--- src/elps_regs.vh ---
`ifndef ELPS_REGS_VH
`define ELPS_REGS_VH
// Loopback mode encodings
`define ELPS_MODE_W 2
`define ELPS_MODE_NORMAL 2'h0
`define ELPS_MODE_LOCAL 2'h1
`define ELPS_MODE_REMOTE 2'h2
`define ELPS_MODE_DIGITAL 2'h3
// Dual-rail symbol width (pos, neg)
`define ELPS_SYM_W 2
`define ELPS_SYM_POS 1
`define ELPS_SYM_NEG 0
`define ELPS_SYM_ZERO 2'h0
// Pin synchroniser depth and reset level of the sync chains
`define ELPS_SYNC_RST 3'h0
`define ELPS_SYNC_RST_HI 3'h7
// Link rates
`define ELPS_SYS_CLK_KHZ 100000
`define ELPS_E1_RATE_KHZ 2048
`endif

--- src/elps_sync.v ---
`timescale 1ns/10ps
`include "elps_regs.vh"
// Three-stage pin synchroniser; output changes only when stages two and three agree.
module elps_sync #(
  parameter RST_HI = 0
) (
  input wire clk,
  input wire rst,
  input wire din,
  output wire dout
);
  reg [2:0] sh_q;
  reg out_q;
  assign dout = out_q;
  always @(posedge clk) begin
    if (rst) begin
      sh_q <= (RST_HI != 0) ? `ELPS_SYNC_RST_HI : `ELPS_SYNC_RST;
      out_q <= (RST_HI != 0);
    end else begin
      sh_q <= {sh_q[1:0], din};
      if (sh_q[1] == sh_q[2]) begin
        out_q <= sh_q[2];
      end
    end
  end
endmodule

--- src/elps_buf2.v ---
`timescale 1ns/10ps
`include "elps_regs.vh"
// Two-entry buffer with valid/ready on both sides.
module elps_buf2 #(
  parameter W = 2
) (
  input wire clk,
  input wire rst,
  input wire [W-1:0] in_data,
  input wire in_valid,
  output wire in_ready,
  output wire [W-1:0] out_data,
  output wire out_valid,
  input wire out_ready
);
  reg [W-1:0] mem_q [0:1];
  reg wp_q;
  reg rp_q;
  reg [1:0] cnt_q;
  wire push = in_valid && in_ready;
  wire pop = out_valid && out_ready;
  assign in_ready = (cnt_q != 2'h2);
  assign out_valid = (cnt_q != 2'h0);
  assign out_data = mem_q[rp_q];
  always @(posedge clk) begin
    if (rst) begin
      wp_q <= 1'b0;
      rp_q <= 1'b0;
      cnt_q <= 2'h0;
      mem_q[0] <= {W{1'b0}};
      mem_q[1] <= {W{1'b0}};
    end else begin
      if (push) begin
        mem_q[wp_q] <= in_data;
        wp_q <= ~wp_q;
      end
      if (pop) begin
        rp_q <= ~rp_q;
      end
      if (push && !pop) begin
        cnt_q <= cnt_q + 2'h1;
      end else if (pop && !push) begin
        cnt_q <= cnt_q - 2'h1;
      end
    end
  end
endmodule

--- src/elps_top.v ---
// Function
// - Besides normal operation the path offers local, remote and digital loopback.
// - In local loopback the line receive inputs are ignored and the receiver sees only transmit.
// - In local loopback terminal transmit data still goes through shaping onto the line outputs.
// - In local loopback the symbol driven on the line outputs is also fed to the receiver.
// - In local loopback the looped data skips the line synchronisers and slicer and goes through the receive buffer to the terminal rails.
// - In remote loopback the terminal transmit rails are ignored.
// - In remote loopback line data is recovered and still presented on the terminal rails.
// - In remote loopback recovered data replaces the terminal rails at the transmit input.
// - In remote loopback the looped data is driven onto the line through the transmit outputs.
// - Transmit rails are sampled on the falling edge of the terminal transmit clock.
// - A one on the positive rail sends a positive pulse, on the negative rail a negative pulse; with both rails high the code sends only the positive pulse.
// - A positive line pulse gives a receive positive pulse, a negative one a negative pulse.
`timescale 1ns/10ps
`include "elps_regs.vh"
module elps_top (
  input wire SYS_CLK,
  input wire SYS_RST,
  input wire TERM_TX_CLOCK,
  input wire TERM_TX_POS_RAIL,
  input wire TERM_TX_NEG_RAIL,
  input wire LOCAL_LOOPBACK_SEL_N,
  input wire REMOTE_LOOPBACK_SEL_N,
  input wire DIGITAL_LOOPBACK_SEL_N,
  input wire LINE_RX_CLOCK,
  input wire LINE_RX_POS_IN,
  input wire LINE_RX_NEG_IN,
  output wire LINE_TX_POS_OUT,
  output wire LINE_TX_NEG_OUT,
  output wire TERM_RX_POS_RAIL,
  output wire TERM_RX_NEG_RAIL,
  output wire TERM_RX_STROBE,
  output wire [1:0] LOOP_MODE
);
  wire term_tx_clock_s;
  wire term_tx_pos_rail_s;
  wire term_tx_neg_rail_s;
  wire rclk_s;
  wire term_rx_pos_rail_s;
  wire term_rx_neg_rail_s;
  wire local_loopback_sel_n_n_s;
  wire rloop_n_s;
  wire dloop_n_s;

  // Link clocks idle high; their chains reset high so a release never shows an edge
  elps_sync #(.RST_HI(1)) u_s_term_tx_clock (
    .clk(SYS_CLK),
    .rst(SYS_RST),
    .din(TERM_TX_CLOCK),
    .dout(term_tx_clock_s)
  );
  elps_sync #(.RST_HI(0)) u_s_term_tx_pos_rail (
    .clk(SYS_CLK),
    .rst(SYS_RST),
    .din(TERM_TX_POS_RAIL),
    .dout(term_tx_pos_rail_s)
  );
  elps_sync #(.RST_HI(0)) u_s_term_tx_neg_rail (
    .clk(SYS_CLK),
    .rst(SYS_RST),
    .din(TERM_TX_NEG_RAIL),
    .dout(term_tx_neg_rail_s)
  );

  // Recovered clock and line symbols share one synchroniser depth
  elps_sync #(.RST_HI(1)) u_s_rclk (
    .clk(SYS_CLK),
    .rst(SYS_RST),
    .din(LINE_RX_CLOCK),
    .dout(rclk_s)
  );
  elps_sync #(.RST_HI(0)) u_s_term_rx_pos_rail (
    .clk(SYS_CLK),
    .rst(SYS_RST),
    .din(LINE_RX_POS_IN),
    .dout(term_rx_pos_rail_s)
  );
  elps_sync #(.RST_HI(0)) u_s_term_rx_neg_rail (
    .clk(SYS_CLK),
    .rst(SYS_RST),
    .din(LINE_RX_NEG_IN),
    .dout(term_rx_neg_rail_s)
  );

  // Selects reset high so an unsettled pin never starts a loopback
  elps_sync #(.RST_HI(1)) u_s_lsel (
    .clk(SYS_CLK),
    .rst(SYS_RST),
    .din(LOCAL_LOOPBACK_SEL_N),
    .dout(local_loopback_sel_n_n_s)
  );
  elps_sync #(.RST_HI(1)) u_s_rsel (
    .clk(SYS_CLK),
    .rst(SYS_RST),
    .din(REMOTE_LOOPBACK_SEL_N),
    .dout(rloop_n_s)
  );
  elps_sync #(.RST_HI(1)) u_s_dsel (
    .clk(SYS_CLK),
    .rst(SYS_RST),
    .din(DIGITAL_LOOPBACK_SEL_N),
    .dout(dloop_n_s)
  );

  // Edge detection on the synchronised link clocks
  // Only falling edges are used; the partner launches data away from them
  reg term_tx_clock_prev_q;
  reg rclk_prev_q;
  wire term_tx_clock_fall = term_tx_clock_prev_q && !term_tx_clock_s;
  wire rclk_fall = rclk_prev_q && !rclk_s;
  always @(posedge SYS_CLK) begin
    if (SYS_RST) begin
      term_tx_clock_prev_q <= 1'b1;
      rclk_prev_q <= 1'b1;
    end else begin
      term_tx_clock_prev_q <= term_tx_clock_s;
      rclk_prev_q <= rclk_s;
    end
  end

  // Mode decode; local wins when several selects are low
  reg [`ELPS_MODE_W-1:0] mode_q;
  reg [`ELPS_MODE_W-1:0] mode_d;
  always @* begin
    if (!local_loopback_sel_n_n_s) begin
      mode_d = `ELPS_MODE_LOCAL;
    end else if (!rloop_n_s) begin
      mode_d = `ELPS_MODE_REMOTE;
    end else if (!dloop_n_s) begin
      mode_d = `ELPS_MODE_DIGITAL;
    end else begin
      mode_d = `ELPS_MODE_NORMAL;
    end
  end
  // Registered so both path selectors switch in the same cycle
  always @(posedge SYS_CLK) begin
    if (SYS_RST) begin
      mode_q <= `ELPS_MODE_NORMAL;
    end else begin
      mode_q <= mode_d;
    end
  end
  assign LOOP_MODE = mode_q;

  // Transmit input stage: sample terminal rails on falling transmit clock
  // Rails share the clock's synchroniser delay, so setup and hold at the pins carry over
  reg [`ELPS_SYM_W-1:0] term_sym_q;
  reg term_stb_q;
  always @(posedge SYS_CLK) begin
    if (SYS_RST) begin
      term_sym_q <= `ELPS_SYM_ZERO;
      term_stb_q <= 1'b0;
    end else begin
      term_stb_q <= term_tx_clock_fall;
      if (term_tx_clock_fall) begin
        term_sym_q <= {term_tx_pos_rail_s, term_tx_neg_rail_s};
      end
    end
  end

  // Line receive slicer: sample line symbols on falling recovered clock
  // A single-cycle strobe means each line symbol is pushed exactly once
  reg [`ELPS_SYM_W-1:0] line_sym_q;
  reg line_stb_q;
  always @(posedge SYS_CLK) begin
    if (SYS_RST) begin
      line_sym_q <= `ELPS_SYM_ZERO;
      line_stb_q <= 1'b0;
    end else begin
      line_stb_q <= rclk_fall;
      if (rclk_fall) begin
        line_sym_q <= {term_rx_pos_rail_s, term_rx_neg_rail_s};
      end
    end
  end

  // Received word buffer in front of the receive output; a stall loses no word
  wire [`ELPS_SYM_W-1:0] rxb_data;
  wire rxb_valid;
  wire rxb_in_ready;
  reg [`ELPS_SYM_W-1:0] rx_in_data;
  reg rx_in_valid;

  // Transmit path source selection
  reg [`ELPS_SYM_W-1:0] tx_src;
  reg tx_src_stb;
  always @* begin
    case (mode_q)
      `ELPS_MODE_REMOTE: begin
        // Terminal rails are not read here, so a busy terminal cannot disturb the loop
        tx_src = rxb_data;
        tx_src_stb = rxb_valid;
      end
      `ELPS_MODE_DIGITAL: begin
        // The looped terminal word also goes on to the line, so the far end keeps a signal
        tx_src = rxb_data;
        tx_src_stb = rxb_valid;
      end
      `ELPS_MODE_LOCAL: begin
        tx_src = term_sym_q;
        tx_src_stb = term_stb_q;
      end
      default: begin
        tx_src = term_sym_q;
        tx_src_stb = term_stb_q;
      end
    endcase
  end

  // Line driver: one pulse polarity per symbol, never both
  // Both rails high is not a line symbol; the positive pulse wins
  reg tx_pos_q;
  reg tx_neg_q;
  always @(posedge SYS_CLK) begin
    if (SYS_RST) begin
      tx_pos_q <= 1'b0;
      tx_neg_q <= 1'b0;
    end else if (tx_src_stb) begin
      tx_pos_q <= tx_src[`ELPS_SYM_POS];
      tx_neg_q <= tx_src[`ELPS_SYM_NEG] && !tx_src[`ELPS_SYM_POS];
    end
  end
  assign LINE_TX_POS_OUT = tx_pos_q;
  assign LINE_TX_NEG_OUT = tx_neg_q;

  // Receive path source selection
  always @* begin
    case (mode_q)
      `ELPS_MODE_LOCAL: begin
        rx_in_data = {tx_pos_q, tx_neg_q};
        rx_in_valid = term_stb_q;
      end
      `ELPS_MODE_DIGITAL: begin
        rx_in_data = term_sym_q;
        rx_in_valid = term_stb_q;
      end
      default: begin
        rx_in_data = line_sym_q;
        rx_in_valid = line_stb_q;
      end
    endcase
  end

  // Local loop takes the symbol one cycle later so the driven value is looped
  reg [`ELPS_SYM_W-1:0] rx_lat_data_q;
  reg rx_lat_valid_q;
  always @(posedge SYS_CLK) begin
    if (SYS_RST) begin
      rx_lat_data_q <= `ELPS_SYM_ZERO;
      rx_lat_valid_q <= 1'b0;
    end else begin
      rx_lat_data_q <= (mode_q == `ELPS_MODE_LOCAL) ? {tx_pos_q, tx_neg_q} : rx_in_data;
      rx_lat_valid_q <= rx_in_valid;
    end
  end
  // Local loop pushes the driven symbol itself, as the line would carry it
  reg [`ELPS_SYM_W-1:0] rx_push_data;
  always @* begin
    if (mode_q == `ELPS_MODE_LOCAL) begin
      rx_push_data = {tx_pos_q, tx_neg_q};
    end else begin
      rx_push_data = rx_lat_data_q;
    end
  end
  // Only push into a free slot; with the rail register always taking words it never stalls
  wire rx_push_valid = rx_lat_valid_q && rxb_in_ready;

  elps_buf2 #(.W(`ELPS_SYM_W)) u_rxbuf (
    .clk(SYS_CLK),
    .rst(SYS_RST),
    .in_data(rx_push_data),
    .in_valid(rx_push_valid),
    .in_ready(rxb_in_ready),
    .out_data(rxb_data),
    .out_valid(rxb_valid),
    .out_ready(1'b1)
  );

  // Receive output rails, updated per received symbol
  // The strobe lets a partner without the recovered clock find each symbol
  reg rx_pos_q;
  reg rx_neg_q;
  reg rx_stb_q;
  always @(posedge SYS_CLK) begin
    if (SYS_RST) begin
      rx_pos_q <= 1'b0;
      rx_neg_q <= 1'b0;
      rx_stb_q <= 1'b0;
    end else begin
      rx_stb_q <= rxb_valid;
      if (rxb_valid) begin
        rx_pos_q <= rxb_data[`ELPS_SYM_POS];
        rx_neg_q <= rxb_data[`ELPS_SYM_NEG];
      end
    end
  end
  assign TERM_RX_POS_RAIL = rx_pos_q;
  assign TERM_RX_NEG_RAIL = rx_neg_q;
  assign TERM_RX_STROBE = rx_stb_q;
endmodule

--- config.mk ---
export PLATFORM = sky130hd
export DESIGN_NAME = elps_top
export DESIGN_NICKNAME = d
export VERILOG_FILES = /design/src/elps_sync.v /design/src/elps_buf2.v /design/src/elps_top.v
export VERILOG_INCLUDE_DIRS = /design/src
export SDC_FILE = /design/constraint.sdc
export NUM_CORES = 1
export LEC_CHECK = 0
export ABC_AREA = 1
export CORE_ASPECT_RATIO = 1.1
export CORE_MARGIN = 2
export CORE_UTILIZATION = 60
export CTS_CLUSTER_DIAMETER = 200
export DETAILED_ROUTE_END_ITERATION = 12
export DONT_BUFFER_PORTS = 1
export GPL_TIMING_DRIVEN = 0
export PLACE_DENSITY = 0.86
export SLEW_MARGIN = 5
export SYNTH_ARGS = -nofsm -noshare
export SYNTH_HDL_FRONTEND = slang
export SYNTH_HIERARCHICAL = 1
export SYNTH_SLANG_ARGS = --single-unit
export TNS_END_PERCENT = 30
--- constraint.sdc ---
create_clock -name SYS_CLK -period 1.5 [get_ports SYS_CLK]
set_input_delay 0.15 -clock SYS_CLK [delete_from_list [all_inputs] [get_ports SYS_CLK]]
set_output_delay 0.15 -clock SYS_CLK [all_outputs]
set_load 0.005 [all_outputs]
== Word level (Yosys, flattened, before mapping) ==
Memory sizes are Yosys's and may differ from the RTL's. A register that Yosys moved wholly into a read port is not among the register bits.
Cells that the tools add are included.

* Flip-flop bits (word level): 58
* Memories: 1
* Bits of input ports: 11
* Logic and storage cells: 94
* Bits in writable memories: 4

* Mux-type cells: 21
* Reduce and logical (&&, ||, !) cells: 18
* Eq/ne operators: 13
* Add/subtract/negate cells: 2
* Bitwise operators: 3

{| class="wikitable"
|+ Memories
! name !! depth !! width !! read ports !! clocked after memory_dff !! write ports !! line !! text
|-
| u_rxbuf.mem_q || 2 || 2 || 1 || 1 || 2 || elps_buf2.v:16 || <nowiki>reg [W-1:0] mem_q [0:1];</nowiki>
|}

{| class="wikitable"
|+ Operators by type and width
! kind !! number
|-
| 2-bit 2-to-1 mux || 9
|-
| 1-bit 2-to-1 mux || 12
|-
| 1-bit equality test || 9
|-
| 2-bit OR reduction || 4
|-
| 1-bit logical AND || 7
|-
| 1-bit zero test || 5
|-
| 2-bit equality test, second input constant || 2
|-
| 2-bit nonzero test || 2
|-
| 1-bit NOT || 3
|-
| 2-bit by 1-bit adder with 2-bit output, second input constant || 1
|-
| 2-bit by 1-bit equality test with 1-bit output, second input constant || 1
|-
| 2-bit != test, second input constant || 1
|-
| 2-bit by 1-bit subtractor with 2-bit output, second input constant || 1
|}

== Longest topological paths before layout ==
* Word-level depth: 8
* Gate-level depth with buffers: 12
* Gate-level depth less buffers: 12

== Modules after synthesis ==
The synthesis kept the hierarchy.

{| class="wikitable"
|+ By module, submodules not included
! module !! instances !! area an instance (µm²) !! cells an instance
|-
| elps_top || 1 || 708.2 || 96
|-
| elps_sync (u_s_dsel ...) || 5 || 128.9 || 15
|-
| elps_sync (u_s_term_rx_neg_rail ...) || 4 || 121.4 || 13
|-
| elps_buf2 || 1 || 434.2 || 49
|}

== Worst setup path after synthesis ==
No wires, ideal clock.

* Path kind: reg-to-reg
* Start: register u_rxbuf.cnt_q[0]
* End: register u_rxbuf.cnt_q[1]
* Required time: 1390 ps
* Path buffers: 0
* Path slack: 161 ps
* Arrival: 1229 ps
* Cell stages (with the launch flop): 11
* Cell sequence: dfxtp_1 -> inv_2 -> nand2_1 -> nand2_1 -> inv_1 -> a21boi_4 -> ha_1 -> inv_1 -> nand4_1 -> nand2_1 -> nor2_1

* Cells in the longest elaborated chain, start to end: 6

{| class="wikitable"
|+ Ends and longest elaborated chain
! item !! line !! text
|-
| from (decl) || elps_buf2.v:19 || <nowiki>reg [1:0] cnt_q;</nowiki>
|-
| from (signal assigned) || elps_buf2.v:41 || <nowiki>cnt_q <= cnt_q + 2'h1;</nowiki>
|-
| from (signal assigned) || elps_buf2.v:43 || <nowiki>cnt_q <= cnt_q - 2'h1;</nowiki>
|-
| 2-bit != test (*) || elps_buf2.v:22 || <nowiki>assign in_ready = (cnt_q != 2'h2);</nowiki>
|-
| net rxb_in_ready || elps_top.v:180 || <nowiki>wire rxb_in_ready;</nowiki>
|-
| 1-bit logical AND (*) || elps_top.v:266 || <nowiki>wire rx_push_valid = rx_lat_valid_q && rxb_in_ready;</nowiki>
|-
| net rx_push_valid || elps_top.v:266 ||
|-
| 1-bit logical AND (*) || elps_buf2.v:20 || <nowiki>wire push = in_valid && in_ready;</nowiki>
|-
| net u_rxbuf.push || elps_buf2.v:20 ||
|-
| 1-bit zero test || elps_buf2.v:42 || <nowiki>end else if (pop && !push) begin</nowiki>
|-
| 1-bit logical AND || elps_buf2.v:42 ||
|-
| 2-bit nonzero test (no source line) || -- ||
|}

Mark *: on every way through the listed nets, which the timed path passes. The rest lies on a longest branch. The select of a mux whose other input is x is not followed.
A chain may end at the register's enable or synchronous reset.

==> run summary <==
Chip Height - 68.5 um
Initial antenna violation count - 0
Die Area - 4300 sq um
Dpl cells - 324
CTS Buffer Depth - 2
Post-synth top area cell - dfxtp_1
DP HPWL - 2370 um
Min-delay src - SYS_RST
Avg Vias per Cell - 4.73
1st-iter DRT viols - 43
YS warnings - 6
H-tree levels - 3
First-pass GRT wire length - 6420 um
Sequential cell area fraction in the yosys report - 0.573
Area contributors post-synth - dfxtp_1 (52%), nand2_1 (8.9%), inv_1 (7.4%)
Core ar. - 3630 sq um
Max Slew Vio Count - 0
Hold/Removal Path Class - primary input to register
CTS root buffer - clkbuf_8
Mean Syn Cell Area - 8.35 sq um
Total I/O pin count - 18
Max-Cap Viols - 0
Total number of vias - 1,666
Port Buffer Count - 0
Hold Path Sink - LINE_TX_NEG_OUT
CTS tree - done
Post-DRT Antenna Nets - 0
Final Setup Violations - 0
Reg clk slew, reported paths - 0.06 ns
Share of cells above drive strength 1 - 0.142
Drt wl/cell - 10.7 um
Tmin final - 1.41 ns
Post-synthesis register bit count - 63
Endpoint class of the critical path - register
CTS sink count - 63
Critical path type - register to register
Unique masters post-synth - 21
Min-Delay Path Depth - 2
Pin count of the biggest net entering global routing - 41
Worst setup path startpoint - u_rxbuf/cnt_q[0]
Pleak - 1.23 nW
CP Launch Type - register
Antenna diode count - 0
VDD IR-drop max - 0.768 mV
Yosys top cell area share - 0.520
P per Cell Area - 1200 nW/um^2
Overall power - 3.21 mW
Critical path data arrival time - 1.45 ns
Initial Util - 0.627
Final Routed Wirelength - 3780 um
Synthesized area - 2270 sq um
FF-to-FF setup slack - 0.09 ns
Final Hold Viols - 0
Vias in the first global route - 1,607
Remaining DRCs - 0
Gr ovfl total - 0
Fin crit share - 0.941
Reg2reg end - u_rxbuf/mem_q[0][1]
Reg2reg start - u_rxbuf/cnt_q[0]
Status - finished clean
Rows - 23
Fmax achieved - 708 MHz
Later-pin clock latency in the skew report - 0.33 ns
R2R depth - 8
Worst path required time - 1.54 ns
GR Util All Layers - 0.205
CP Max Fanout - 6
Die Wd - 62.7 um
Total CTS buffers - 9
Nets - 311
Routability cong. - 0.791
Final setup skew - 0.00829 ns
Drt pass-1 iters - 4
P&R area growth vs syn - 17.3%
Non-filler cells, final - 352
Cell count after synthesis - 272
where the power goes:
part	switching (mW)	internal, mW
clock network	0.553	0.669
registers	0.0364	1.76
logic	0.110	0.0860
total	0.699	2.51
synth_stat cells:
cell type	number
nand3_2	3
nand2_1	54
mux2_2	2
or2_1	10
dfxtp_1	59
a21oi_1	11
inv_1	45
nand4_1	1
o21bai_1	4
nand2_2	3
a21boi_4	1
a21oi_2	1
ha_1	1
edfxtp_1	4
buf_6	2
nor2_2	9
o21ai_0	11
conb_1	1
inv_2	4
nor2_1	39
nand3_1	7
metal layers:
metal,GRT usage,routed length (um)
met1,0.181,1550
met2,0.387,1930
met3,0.0925,190
met4,0.128,103
met5,0,0
layout make-up:
class                      count  area, sq um
clock buffer                  13          159
clock inverter                 1         5.00
tap                           50         62.6
multi-input combinational    160          785
buffer                         2         22.5
fill                         275          960
timing repair buffer          14          145
sequential                    63         1300
inverter                      49          184
metrics by stage:
stage / setup TNS (ns) / setup slack [ns] / hold slack, ns / cell area, sq um / utilization
floorplan: 0 / 0.161 / 0.212 / 2280 / -
global placement: 0 / 0.104 / 0.219 / 2340 / 0.646
detailed placement: 0 / 0.0499 / 0.221 / 2340 / 0.646
CTS: 0 / 0.0321 / 0.000550 / 2630 / 0.724
global route: -0.00382 / -0.00382 / 0.0790 / 2670 / 0.735
finish: 0 / 0.0880 / 0.0837 / 2670 / 0.735
flip-flops by register name, summed over array words and instances, names as in the netlist, 3 cells and up, named ones only:
name	count
u_s_term_tx_neg_rail/sh_q	3
u_s_dsel/sh_q	3
u_s_term_rx_neg_rail/sh_q	3
u_s_term_rx_pos_rail/sh_q	3
u_s_term_tx_clock/sh_q	3
u_s_rclk/sh_q	3
u_rxbuf/mem_q	4
u_s_lsel/sh_q	3
u_s_term_tx_pos_rail/sh_q	3
u_s_rsel/sh_q	3
worst max-delay path: stages, from the launching register on:
cell	delay (ns)
dfxtp_2	0.33
inv_2	0.06
nand2_1	0.06
nand2_1	0.05
inv_1	0.06
a21boi_4	0.23
buf_4	0.15
nand3_2	0.08
nand2_1	0.11
placed cells by master, fill, tap and decap left out, types with 2 or more instances in the layout:
cell,instances
o21ai_0,11
nand2_2,3
clkbuf_1,2
dlygate4sd3_1,11
inv_2,4
buf_4,2
nand2_1,54
conb_1,3
clkbuf_8,11
dfxtp_1,57
mux2_2,2
nand3_2,3
nor2_2,9
a21oi_1,11
or2_1,10
nor2_1,39
nand3_1,7
o21bai_1,4
buf_6,2
dfxtp_2,2
edfxtp_1,4
inv_1,45
worst max-delay path by stage:
stage | endpoint | slack, ns | cells past startpoint
after global placement | u_rxbuf/cnt_q[1] | 0.10 | 10
after global routing | u_rxbuf/cnt_q[1] | -0.004 | 11
after CTS | u_rxbuf/cnt_q[1] | 0.03 | 11
after floorplan | u_rxbuf/cnt_q[1] | 0.16 | 10
final | u_rxbuf/mem_q[0][1] | 0.09 | 8
after detailed placement | u_rxbuf/cnt_q[1] | 0.05 | 10
logic make-up after synthesis:
| logic type | share of synthesized area |
|---|---|
| and+or+nand+nor | 0.246 |
| DFF | 0.573 |
| buffers and inverters | 0.0909 |
| AOI/OAI and AO/OA | 0.0738 |
| muxes | 0.00991 |
| adders and majority gates | 0.00551 |
| other | 0.00165 |
repair_timing:
action / CTS / global route
endpoints found under the hold margin: 40 / 1
hold buffers: 11 / 1
resized for setup: 0 / 3
buffers inserted: 0 / 2
setup endpoints to repair: 0 / 2
No activity file was read; power rests on OpenSTA's default activity.
